## config.mk

```make
export PLATFORM = sky130hd
export DESIGN_NAME = flash_command_decoder_flat
export DESIGN_NICKNAME = d
export VERILOG_FILES = /design/src/flash_cmd_pkg.sv /design/src/flash_bus_if.sv /design/src/flash_command_decoder.sv /design/src/flat_wrapper.sv
export VERILOG_INCLUDE_DIRS = /design/src
export SDC_FILE = /design/constraint.sdc
export NUM_CORES = 1
export LEC_CHECK = 0
export ABC_AREA = 0
export BUFFER_PORTS_ARGS = -buffer_cell sky130_fd_sc_hd__buf_4
export CORE_ASPECT_RATIO = 0.7
export CORE_UTILIZATION = 53
export CTS_BUF_LIST = sky130_fd_sc_hd__clkbuf_8 sky130_fd_sc_hd__clkbuf_16
export CTS_CLUSTER_SIZE = 12
export DETAILED_ROUTE_END_ITERATION = 6
export GPL_ROUTABILITY_DRIVEN = 0
export PLACE_DENSITY = 0.89
export SETUP_SLACK_MARGIN = 0.02
export SYNTH_ARGS = -nofsm -noshare
export SYNTH_HDL_FRONTEND = slang
export SYNTH_SLANG_ARGS = --single-unit
```

## constraint.sdc

```tcl
create_clock -name I_CLK_SYS -period 3.6 [get_ports I_CLK_SYS]
set_input_delay 0.36 -clock I_CLK_SYS [delete_from_list [all_inputs] [get_ports I_CLK_SYS]]
set_output_delay 0.36 -clock I_CLK_SYS [all_outputs]
set_load 0.02 [all_outputs]
```

## src/flash_cmd_defines.svh

```systemverilog
// command codes, status layout and sizes shared by both ends of the flash command link
// assumes inclusion by bare name from the decoder, host, checker and bench files
`ifndef FLASH_CMD_DEFINES_SVH
`define FLASH_CMD_DEFINES_SVH
`define CMD_READ_ARRAY 8'hFF
`define CMD_READ_STATUS 8'h70
`define CMD_READ_ID 8'h90
`define CMD_READ_QUERY 8'h98
`define CMD_CLEAR_STATUS 8'h50
`define CMD_WORD_PROG 8'h40
`define CMD_WORD_PROG_ALT 8'h10
`define CMD_BUF_PROG 8'hE8
`define CMD_CONFIRM 8'hD0
`define CMD_FACTORY_SETUP 8'h80
`define CMD_SUSPEND 8'hB0
`define STATUS_RESET 8'h80
`define STATUS_READY_BIT 7
`define STATUS_ERR_MASK 8'h3A
`define STATUS_SEQ_ERR 8'h30
`define BUF_MAX_WORDS 32
`define BUF_CNT_W 5
`define PROG_CYCLES 16'h0010
`endif

```

## src/flash_cmd_pkg.sv

```systemverilog
// types used by the device end (decoder) of the flash command link
// assumes flash_cmd_defines.svh holds the numeric constants
`default_nettype none
package flash_cmd_pkg;
    typedef enum logic [1:0] {
        RD_ARRAY = 2'b00,
        RD_STATUS = 2'b01,
        RD_ID = 2'b10,
        RD_QUERY = 2'b11
    } read_state_t;
endpackage : flash_cmd_pkg
`default_nettype wire

```

## src/flash_bus_if.sv

```systemverilog
// host-to-flash parallel bus: strobes, address and split data lines
// assumes one clock for both ends; the interface resolves the data wire from dq_dev_oe
`timescale 1ns/10ps
`default_nettype none
interface flash_bus_if #(parameter int AW = 16);
    logic ce_n;
    logic oe_n;
    logic we_n;
    logic address_valid_n;
    logic [AW-1:0] addr;
    logic [15:0] dq_host;
    logic [15:0] dq_dev;
    logic dq_dev_oe;
    logic [15:0] dq;
    assign dq = dq_dev_oe ? dq_dev : dq_host;
    modport device (input ce_n, oe_n, we_n, address_valid_n, addr, dq_host,
        output dq_dev, dq_dev_oe);
    modport host (output ce_n, oe_n, we_n, address_valid_n, addr, dq_host,
        input dq);
endinterface : flash_bus_if
`default_nettype wire

```

## src/flash_command_decoder.sv

```systemverilog
// device end: command user interface, read-state select and status register
// assumes bus strobes synchronous to I_CLK_SYS; array/id/query data come from user ports
`timescale 1ns/10ps
`default_nettype none
`include "flash_cmd_defines.svh"
// Contract
// - 0xFF selects array reads on sixteen lines
// - 0x70 selects status reads on low byte
// - accepted program switches reads to status
// - 0x90 selects identifier reads, sixteen lines
// - 0x98 selects query reads, low byte
// - error flags set by sequencer, cleared 0x50
// - word program latches next cycle address, data
// - during program only status and suspend (suspend is not decoded; only 0x70 is acted on)
// - async status refresh on ce or oe toggle
// - sync status refresh on ce or adv toggle
// - host writes 0xFF before array reads
// - 0x10 behaves exactly like 0x40
// - 0xE8 loads up to 32 words
// - 0xD0 confirm programs buffer into array
// - 0x80 waits for 0xD0 confirm next
// - factory mode ignores all commands
// - factory confirm latches address and data
// - reset gives array reads, status 0x80
// - host sends count minus one first
// - host uses target address first cycle
module flash_command_decoder #(
    parameter int AW = 16,
    parameter logic [15:0] FACTORY_CYCLES = 16'h0040
) (
    input wire logic I_CLK_SYS,
    input wire logic I_RST_N,
    flash_bus_if.device BUS,
    input wire logic I_SYNC_MODE,
    input wire logic [15:0] I_ARRAY_DATA,
    input wire logic [15:0] I_ID_DATA,
    input wire logic [7:0] I_QUERY_DATA,
    input wire logic I_FACTORY_DONE,
    output logic O_PROG_START,
    output logic O_BUF_PROG_START,
    output logic O_FACTORY_START,
    output logic [AW-1:0] O_PROG_ADDR,
    output logic [15:0] O_PROG_DATA,
    output logic [`BUF_CNT_W:0] O_BUF_WORDS,
    output logic O_BUSY,
    output logic O_FACTORY_MODE,
    output logic [1:0] O_READ_STATE,
    output logic [7:0] O_STATUS
);
    typedef enum logic [2:0] {
        ST_IDLE = 3'b000,
        ST_WORD_SETUP = 3'b001,
        ST_BUF_COUNT = 3'b010,
        ST_BUF_DATA = 3'b011,
        ST_BUF_CONFIRM = 3'b100,
        ST_FACTORY_SETUP = 3'b101,
        ST_FACTORY = 3'b110
    } cmd_state_t;

    cmd_state_t state_q, state_d;
    flash_cmd_pkg::read_state_t rd_q, rd_d;
    logic we_n_q, ce_n_q, oe_n_q, adv_n_q;
    logic [7:0] status_q, status_d, status_snap_q;
    logic [15:0] busy_cnt_q;
    logic [`BUF_CNT_W:0] words_left_q;
    logic [15:0] buf_mem_q [0:`BUF_MAX_WORDS-1];
    logic [AW-1:0] addr_q;
    logic [15:0] data_q;

    // write completes on the rising edge of we_n while ce_n low
    wire wr_end = BUS.we_n & ~we_n_q & ~BUS.ce_n;
    wire [7:0] cmd = BUS.dq_host[7:0];
    wire busy = busy_cnt_q != 16'h0000;
    wire is_word_setup = (cmd == `CMD_WORD_PROG) | (cmd == `CMD_WORD_PROG_ALT);
    // refresh edges differ by read mode; stale snapshot keeps a read stable
    wire refresh_sync = (BUS.ce_n & ~ce_n_q) | (BUS.address_valid_n & ~adv_n_q);
    wire refresh_async = (BUS.ce_n & ~ce_n_q) | (BUS.oe_n & ~oe_n_q);
    wire refresh = I_SYNC_MODE ? refresh_sync : refresh_async;
    wire go_word = wr_end & (state_q == ST_WORD_SETUP);
    wire go_buf = wr_end & (state_q == ST_BUF_CONFIRM) & (cmd == `CMD_CONFIRM);
    wire go_fact = wr_end & (state_q == ST_FACTORY_SETUP) & (cmd == `CMD_CONFIRM);
    wire seq_err = wr_end & (((state_q == ST_BUF_CONFIRM) | (state_q == ST_FACTORY_SETUP))
                             & (cmd != `CMD_CONFIRM));
    wire buf_load = wr_end & (state_q == ST_BUF_DATA);

    always_comb begin
        state_d = state_q;
        rd_d = rd_q;
        status_d = status_q;
        if (seq_err) begin
            status_d = status_q | `STATUS_SEQ_ERR;
        end
        status_d[`STATUS_READY_BIT] = ~busy & (state_q != ST_FACTORY);
        if (state_q == ST_FACTORY) begin
            if (I_FACTORY_DONE) begin
                state_d = ST_IDLE;
            end
        end else if (wr_end && busy) begin
            if (cmd == `CMD_READ_STATUS) begin
                rd_d = flash_cmd_pkg::RD_STATUS;
            end
        end else if (wr_end) begin
            case (state_q)
                ST_IDLE: begin
                    case (cmd)
                        `CMD_READ_ARRAY: rd_d = flash_cmd_pkg::RD_ARRAY;
                        `CMD_READ_STATUS: rd_d = flash_cmd_pkg::RD_STATUS;
                        `CMD_READ_ID: rd_d = flash_cmd_pkg::RD_ID;
                        `CMD_READ_QUERY: rd_d = flash_cmd_pkg::RD_QUERY;
                        `CMD_CLEAR_STATUS: status_d = status_q & ~`STATUS_ERR_MASK;
                        `CMD_BUF_PROG: begin
                            state_d = ST_BUF_COUNT;
                            rd_d = flash_cmd_pkg::RD_STATUS;
                        end
                        `CMD_FACTORY_SETUP: begin
                            state_d = ST_FACTORY_SETUP;
                            rd_d = flash_cmd_pkg::RD_STATUS;
                        end
                        default: begin
                            if (is_word_setup) begin
                                state_d = ST_WORD_SETUP;
                                rd_d = flash_cmd_pkg::RD_STATUS;
                            end
                        end
                    endcase
                end
                ST_WORD_SETUP: state_d = ST_IDLE;
                ST_BUF_COUNT: state_d = ST_BUF_DATA;
                ST_BUF_DATA: begin
                    if (words_left_q == 6'(1)) begin
                        state_d = ST_BUF_CONFIRM;
                    end
                end
                ST_BUF_CONFIRM: state_d = ST_IDLE;
                ST_FACTORY_SETUP: state_d = (cmd == `CMD_CONFIRM) ? ST_FACTORY : ST_IDLE;
                default: state_d = ST_IDLE;
            endcase
        end
    end

    always_ff @(posedge I_CLK_SYS) begin
        if (!I_RST_N) begin
            state_q <= ST_IDLE;
            rd_q <= flash_cmd_pkg::RD_ARRAY;
            status_q <= `STATUS_RESET;
            status_snap_q <= `STATUS_RESET;
            we_n_q <= 1'b1;
            ce_n_q <= 1'b1;
            oe_n_q <= 1'b1;
            adv_n_q <= 1'b1;
            busy_cnt_q <= 16'h0000;
            words_left_q <= '0;
            addr_q <= '0;
            data_q <= 16'h0000;
        end else begin
            state_q <= state_d;
            rd_q <= rd_d;
            status_q <= status_d;
            we_n_q <= BUS.we_n;
            ce_n_q <= BUS.ce_n;
            oe_n_q <= BUS.oe_n;
            adv_n_q <= BUS.address_valid_n;
            if (refresh) begin
                status_snap_q <= status_d;
            end
            if (go_word | go_fact) begin
                addr_q <= BUS.addr;
                data_q <= BUS.dq_host;
            end
            if (go_word | go_buf) begin
                busy_cnt_q <= `PROG_CYCLES;
            end else if (go_fact) begin
                busy_cnt_q <= FACTORY_CYCLES;
            end else if (busy) begin
                busy_cnt_q <= busy_cnt_q - 16'h0001;
            end
            if (wr_end && state_q == ST_BUF_COUNT) begin
                // count above the buffer size is clamped to 32 words
                words_left_q <= (BUS.dq_host[15:0] >= 16'(`BUF_MAX_WORDS)) ? 6'(`BUF_MAX_WORDS)
                              : 6'(BUS.dq_host[`BUF_CNT_W-1:0]) + 6'(1);
            end else if (buf_load) begin
                words_left_q <= words_left_q - 6'(1);
            end
        end
    end

    logic [`BUF_CNT_W:0] buf_total_q;
    logic [`BUF_CNT_W-1:0] wr_idx;
    assign wr_idx = `BUF_CNT_W'(buf_total_q - words_left_q);
    always_ff @(posedge I_CLK_SYS) begin
        if (!I_RST_N) begin
            buf_total_q <= '0;
        end else if (wr_end && state_q == ST_BUF_COUNT) begin
            buf_total_q <= (BUS.dq_host >= 16'(`BUF_MAX_WORDS)) ? 6'(`BUF_MAX_WORDS)
                         : 6'(BUS.dq_host[`BUF_CNT_W-1:0]) + 6'(1);
        end
    end
    always_ff @(posedge I_CLK_SYS) begin
        if (buf_load) begin
            buf_mem_q[wr_idx] <= BUS.dq_host;
        end
    end

    logic [15:0] rd_data;
    always_comb begin
        case (rd_q)
            flash_cmd_pkg::RD_ARRAY: rd_data = I_ARRAY_DATA;
            flash_cmd_pkg::RD_STATUS: rd_data = {8'h00, status_snap_q};
            flash_cmd_pkg::RD_ID: rd_data = I_ID_DATA;
            flash_cmd_pkg::RD_QUERY: rd_data = {8'h00, I_QUERY_DATA};
            default: rd_data = 16'h0000;
        endcase
    end

    always_ff @(posedge I_CLK_SYS) begin
        if (!I_RST_N) begin
            BUS.dq_dev <= 16'h0000;
            BUS.dq_dev_oe <= 1'b0;
            O_PROG_START <= 1'b0;
            O_BUF_PROG_START <= 1'b0;
            O_FACTORY_START <= 1'b0;
            O_PROG_ADDR <= '0;
            O_PROG_DATA <= 16'h0000;
            O_BUF_WORDS <= '0;
            O_BUSY <= 1'b0;
            O_FACTORY_MODE <= 1'b0;
            O_READ_STATE <= 2'b00;
            O_STATUS <= `STATUS_RESET;
        end else begin
            BUS.dq_dev <= rd_data;
            BUS.dq_dev_oe <= ~BUS.ce_n & ~BUS.oe_n & BUS.we_n;
            O_PROG_START <= go_word;
            O_BUF_PROG_START <= go_buf;
            O_FACTORY_START <= go_fact;
            O_PROG_ADDR <= (go_word | go_fact) ? BUS.addr : addr_q;
            O_PROG_DATA <= go_buf ? buf_mem_q[0] : ((go_word | go_fact) ? BUS.dq_host : data_q);
            O_BUF_WORDS <= buf_total_q;
            O_BUSY <= busy | (state_q == ST_FACTORY);
            O_FACTORY_MODE <= state_q == ST_FACTORY;
            O_READ_STATE <= rd_q;
            O_STATUS <= status_q;
        end
    end
endmodule : flash_command_decoder
`default_nettype wire

```

## src/flat_wrapper.sv

```systemverilog
// flat-port wrapper written by rule: the top's interface ports become plain ports
module flash_command_decoder_flat 
#(
    parameter int AW = 16,
    parameter logic [15:0] FACTORY_CYCLES = 16'h0040
)
  (I_CLK_SYS, I_RST_N, I_SYNC_MODE, I_ARRAY_DATA, I_ID_DATA, I_QUERY_DATA, I_FACTORY_DONE, O_PROG_START, O_BUF_PROG_START, O_FACTORY_START, O_PROG_ADDR, O_PROG_DATA, O_BUF_WORDS, O_BUSY, O_FACTORY_MODE, O_READ_STATE, O_STATUS, BUS_ce_n, BUS_oe_n, BUS_we_n, BUS_address_valid_n, BUS_addr, BUS_dq_host, BUS_dq_dev, BUS_dq_dev_oe);
  flash_bus_if #(.AW(AW)) BUS_i ();
  input wire logic I_CLK_SYS;
  input wire logic I_RST_N;
  input wire logic I_SYNC_MODE;
  input wire logic [15:0] I_ARRAY_DATA;
  input wire logic [15:0] I_ID_DATA;
  input wire logic [7:0] I_QUERY_DATA;
  input wire logic I_FACTORY_DONE;
  output logic O_PROG_START;
  output logic O_BUF_PROG_START;
  output logic O_FACTORY_START;
  output logic [AW-1:0] O_PROG_ADDR;
  output logic [15:0] O_PROG_DATA;
  output logic [`BUF_CNT_W:0] O_BUF_WORDS;
  output logic O_BUSY;
  output logic O_FACTORY_MODE;
  output logic [1:0] O_READ_STATE;
  output logic [7:0] O_STATUS;
  input wire logic [$bits(BUS_i.ce_n)-1:0] BUS_ce_n;
  input wire logic [$bits(BUS_i.oe_n)-1:0] BUS_oe_n;
  input wire logic [$bits(BUS_i.we_n)-1:0] BUS_we_n;
  input wire logic [$bits(BUS_i.address_valid_n)-1:0] BUS_address_valid_n;
  input wire logic [$bits(BUS_i.addr)-1:0] BUS_addr;
  input wire logic [$bits(BUS_i.dq_host)-1:0] BUS_dq_host;
  output wire logic [$bits(BUS_i.dq_dev)-1:0] BUS_dq_dev;
  output wire logic [$bits(BUS_i.dq_dev_oe)-1:0] BUS_dq_dev_oe;
  assign BUS_i.ce_n = BUS_ce_n;
  assign BUS_i.oe_n = BUS_oe_n;
  assign BUS_i.we_n = BUS_we_n;
  assign BUS_i.address_valid_n = BUS_address_valid_n;
  assign BUS_i.addr = BUS_addr;
  assign BUS_i.dq_host = BUS_dq_host;
  assign BUS_dq_dev = BUS_i.dq_dev;
  assign BUS_dq_dev_oe = BUS_i.dq_dev_oe;
  flash_command_decoder #(.AW(AW), .FACTORY_CYCLES(FACTORY_CYCLES)) u_core (.I_CLK_SYS(I_CLK_SYS), .I_RST_N(I_RST_N), .BUS(BUS_i), .I_SYNC_MODE(I_SYNC_MODE), .I_ARRAY_DATA(I_ARRAY_DATA), .I_ID_DATA(I_ID_DATA), .I_QUERY_DATA(I_QUERY_DATA), .I_FACTORY_DONE(I_FACTORY_DONE), .O_PROG_START(O_PROG_START), .O_BUF_PROG_START(O_BUF_PROG_START), .O_FACTORY_START(O_FACTORY_START), .O_PROG_ADDR(O_PROG_ADDR), .O_PROG_DATA(O_PROG_DATA), .O_BUF_WORDS(O_BUF_WORDS), .O_BUSY(O_BUSY), .O_FACTORY_MODE(O_FACTORY_MODE), .O_READ_STATE(O_READ_STATE), .O_STATUS(O_STATUS));
endmodule
```

* Word-level counts from Yosys, hierarchy flattened
Memory sizes are Yosys's and may differ from the RTL's.
Cells that the tools add are included.
** Word-level totals
- Register bits after elaboration :: 139
- Memory bits (writable) :: 512
- Memories :: 1
** Cells by class
- $add $sub $neg :: 4
- $lt $le $gt $ge :: 1
- Eq/ne operators :: 29
- Mux-type cells :: 33
- Bitwise gates (word level) :: 32
- Reduce and logical (&&, ||, !) cells :: 18
** Memories
- u_core.buf_mem_q :: words 32, bits a word 16, read ports 1, clocked after Yosys merged registers in 0, write ports 1, line flash_command_decoder.sv:66 : logic [15:0] buf_mem_q [0:`BUF_MAX_WORDS-1];
** Operators by type and width (number)
- 16-bit case mux with 4 select lines :: 1
- 8-bit == test, second input constant :: 6
- 8-bit 2-to-1 mux :: 5
- 16-bit 2-to-1 mux :: 2
- 8-bit by 7-bit == test with 1-bit output, second input constant :: 3
- 6-bit 2-to-1 mux :: 4
- 3-bit 2-to-1 mux :: 7
- 1-bit AND :: 16
- 16-bit by 6-bit greater-or-equal comparator with 1-bit output, second input constant :: 1
- 16-bit nonzero test :: 1
- 16-bit by 1-bit subtractor with 16-bit output, second input constant :: 1
- 7-bit 2-to-1 mux :: 2
- 3-bit case mux with 4 select lines :: 1
- 6-bit AND reduction :: 2
- 2-bit 2-to-1 mux :: 5
- 2-bit case mux with 5 select lines :: 1
- 2-bit nonzero test :: 5
- 3-bit == test, second input constant :: 3
- 1-bit inverter :: 9
- 3-bit case mux with 3 select lines :: 1
- 8-bit by 5-bit == test with 1-bit output, second input constant :: 1
- 8-bit != test, second input constant :: 1
- 1-bit OR :: 7
- 5-bit by 1-bit adder with 6-bit output, second input constant :: 1
- 22 further kinds :: 31

* Longest topological paths before layout
- Depth in word-level cells :: 10
- Gate-level depth with buffers :: 9

* Worst setup path after synthesis
No wires, ideal clock.
- Kind :: reg2reg
- Start :: register u_core.state_q[1]
- End :: memory u_core.buf_mem_q[0][0] (enable)
- Setup time :: 0.414 ns
- Arrival :: 2.414 ns
- Required time :: 3.186 ns
- Slack :: 0.771 ns
- Cell stages (with the launch flop) :: 7
- Clock period less this slack :: 2.829 ns
- Cell sequence :: dfxtp_1 -> buf_2 -> and3b_1 -> and2_1 -> clkbuf_1 -> nand4_1 -> a211oi_1
** Between the ends
- Cells in the longest elaborated chain, start to end :: 4
** RTL lines
- start, declared :: line flash_command_decoder.sv:60 : cmd_state_t state_q, state_d;
- start signal, assigned :: line flash_command_decoder.sv:156 : state_q <= state_d;
- 3-bit by 2-bit == test with 1-bit output :: line flash_command_decoder.sv:84 : wire buf_load = wr_end & (state_q == ST_BUF_DATA);
- 1-bit AND :: line flash_command_decoder.sv:84
- 1-bit 2-to-1 mux :: line flash_command_decoder.sv:199 : if (buf_load) begin
- 1-bit 2-to-1 mux (implied by the code) :: line flash_command_decoder.sv:200 : buf_mem_q[wr_idx] <= BUS.dq_host;
- end, declared :: line flash_command_decoder.sv:66
Every way passes these cells.

* Worst setup path after layout
- Start :: register u_core.busy_cnt_q[0]
- End :: register u_core.state_q[0]
** Between the ends
- Cells in the longest elaborated chain, start to end :: 4
** RTL lines
- start, declared :: line flash_command_decoder.sv:64 : logic [15:0] busy_cnt_q;
- start signal, assigned :: line flash_command_decoder.sv:171 : busy_cnt_q <= `PROG_CYCLES;
- start signal, assigned :: line flash_command_decoder.sv:175 : busy_cnt_q <= busy_cnt_q - 16'h0001;
- 16-bit nonzero test :: line flash_command_decoder.sv:73 : wire busy = busy_cnt_q != 16'h0000;
- 1-bit logical AND :: line flash_command_decoder.sv:98 : end else if (wr_end && busy) begin
- 2-bit != test (no source line)
- 6-bit AND reduction (no source line)
Every way passes these cells.
A chain may end at the register's enable or synchronous reset.

==> results.cfg <==
[status]
status = finished clean

[yosys]
post_synth_num_cell_types = 71
synthFlopType = dfxtp_1
yosysMostFrequentCell = dfxtp_1
synth_top_area_cell = dfxtp_1
synth_area_leaders = dfxtp_1 42%, edfxtp_1 7.8%, nor2_1 6.1%
synthesis.area_um2 = 6140
synth-edff-count = 16
synthCells = 635
ys_warn_count = 0
synthArstFlopShare = 0
yosysSeqAreaShare = 0.502
yosys.area.top_type_share = 0.424
post_synth.cell_area_avg_um2 = 9.67
synth_common_cells = 130 x dfxtp_1, 99 x nor2_1, 49 x nand2_1
synth-seq-cells = 146

[setup_path]
criticalPathCategory = register to register
critPathMaxStageDelay_ps = 640
crit_chain = inv_1 -> ha_1 -> nor4b_1 -> nand4_1 -> a211oi_1 -> nor4bb_1 -> o21a_1
cp_max_fo = 12
path_depth = 7
crit_buf_inv = 1
critPathLaunchType = register
end_kind = register
reg2regPathDepth = 7
critical_path.slowest_cell = a211oi_1
crit_required_ps = 3950
cp_top_family = simple AND/OR/NAND/NOR gates
arrival_ps = 3040

[timing]
setup_viol = 0
final_hold_viol_count = 0
slew_headroom = 0.316
rsz0062_at_grt = no
post-route-period-util = 0.745
max_freq_mhz = 373
tightest_slew_ps = 1030
finalWorstSetupSlack_ps = 916
timing.hold.ws_ps = 146
finalCriticalPeriod_ps = 2680
tns_ps = 0
finalClockSkew_ps = 8.14
drv_slew = 0

[clocking]
cts_setup_buffers = 0
cts_made_buffers = 17
clk_latency_ps = 410
cts_buffer_depth = 2
path_clk_slew_ps = 60
clock_sinks = 146
postCtsResizedCells = 0
htreeDepth = 4
hold_buffers = 0
cts_tree = built
root_buffer = clkbuf_16

[detailed_routing]
remaining_drc_errors = 0
post_drt_wl_per_cell_um = 16.1
ant_nets = 0
first_iter_violations = 360
wl_um = 15000
vias = 5176
post_drt_via_cell_ratio = 5.56
drtPass1Iterations = 5

[die]
rows = 32
dieHeight_um = 92.1
start_util = 0.552
fp.dieW_um = 131
io_pins = 150
die-area_um2 = 12000
coreArea_um2 = 11100

[global_routing]
grt_usage = 0.256
grt-ovfl-total = 0
antenna_found_initial = 0
grt_first_pass_wirelength_um = 23700
grt_pass1_vias = 4920
grt_max_degree = 39

[layout]
drive_gt1_frac = 0.263
stdcell_area_um2 = 7860
filler_cell_count = 768
synthToLayoutAreaGrowth_pct = 28.0
layout.nets = 855
antenna_cells = 0
final_core_util = 0.706

[place]
place_ws_ps = 1050
port_buffers = 146
dpl.hpwl_um = 10500
placed_cell_area_um2 = 7260

[power]
power_per_cell_area_nw_per_um2 = 569
vdd_ir_drop_max_uv = 415
p_leak_nw = 3.28

[hold_path]
whs_path_depth = 1
hold_class = input pin to register

[job]
cap_violations = 0
kinds of logic after synthesis:
family | Yosys count | synth area share
and+or+nand+nor | 255 | 0.214
DFF | 146 | 0.502
xor gates and xnor gates | 18 | 0.0257
adders and majority gates | 10 | 0.0204
other | 1 | 0.000611
AOI/OAI and AO/OA | 107 | 0.118
muxes | 37 | 0.0715
buffers and inverters | 61 | 0.0483
cells in the final DEF, fill, tap and decap left out, types with 6 or more instances in the layout:
master / n
a211oi_1: 18
a21oi_1: 34
a22oi_1: 6
and2_1: 20
buf_4: 152
clkbuf_16: 17
dfxtp_1: 130
edfxtp_1: 16
ha_1: 10
inv_1: 19
mux2i_1: 27
nand2_1: 49
nand2b_1: 10
nand3_1: 10
nand4_1: 12
nor2_1: 99
nor3_1: 11
o21a_1: 8
o21ai_0: 8
xnor2_1: 10
xor2_1: 8
routing by layer:
layer	global-route usage	up-vias	part of all wire
li1	-	2490	-
met1	0.321	2408	0.42
met2	0.422	255	0.48
met3	0.0636	23	0.081
met4	0.0967	0	0.015
met5	0	-	0
state kept, by name, summed over array words and instances (netlist names), 16 cells and up:
name / cells
u_core.BUS.dq_dev: 16
u_core.O_PROG_DATA: 16
u_core.addr_q: 16
u_core.buf_mem_q: 16
u_core.busy_cnt_q: 16
u_core.data_q: 16
where the power goes:
group          switching [mW]  internal, mW
Sequential              0.112          1.75
Combinational           0.481         0.355
Clock                   0.667          1.11
final cells by class:
class | count | area (µm²) | share of cell area
Tap cell | 153 | 191 | 0.0244
Clock inverter | 14 | 161 | 0.0205
Timing Repair Buffer | 152 | 1140 | 0.145
Multi-Input combinational cell | 430 | 2770 | 0.353
Sequential cell | 146 | 3080 | 0.392
Clock buffer | 18 | 439 | 0.0559
Inverter | 18 | 67.6 | 0.00860
final timing paths:
| path | from | end | slack, ps |
|---|---|---|---|
| worst max register to register | u_core.busy_cnt_q[0]$_SDFFE_PP0P_ | u_core.state_q[0]$_SDFFE_PN0P_ | 920 |
| worst min register to register | u_core.addr_q[14]$_SDFFE_PN0N_ | u_core.addr_q[14]$_SDFFE_PN0N_ | 460 |
| worst min-delay path | BUS_dq_host[12] | u_core.buf_mem_q[0][12]$_DFFE_PP_ | 150 |
| worst max-delay path | u_core.busy_cnt_q[0]$_SDFFE_PP0P_ | u_core.state_q[0]$_SDFFE_PN0P_ | 920 |
metrics by stage:
| step | power [mW] | instances |
|---|---|---|
| after floorplan | 2.46 | 637 |
| after global placement | 2.65 | 899 |
| after detailed placement | 2.72 | 899 |
| after CTS | 4.48 | 931 |
| after global routing | 4.68 | 931 |
| final | 4.47 | 931 |
(Power assumes the default switching activity.)
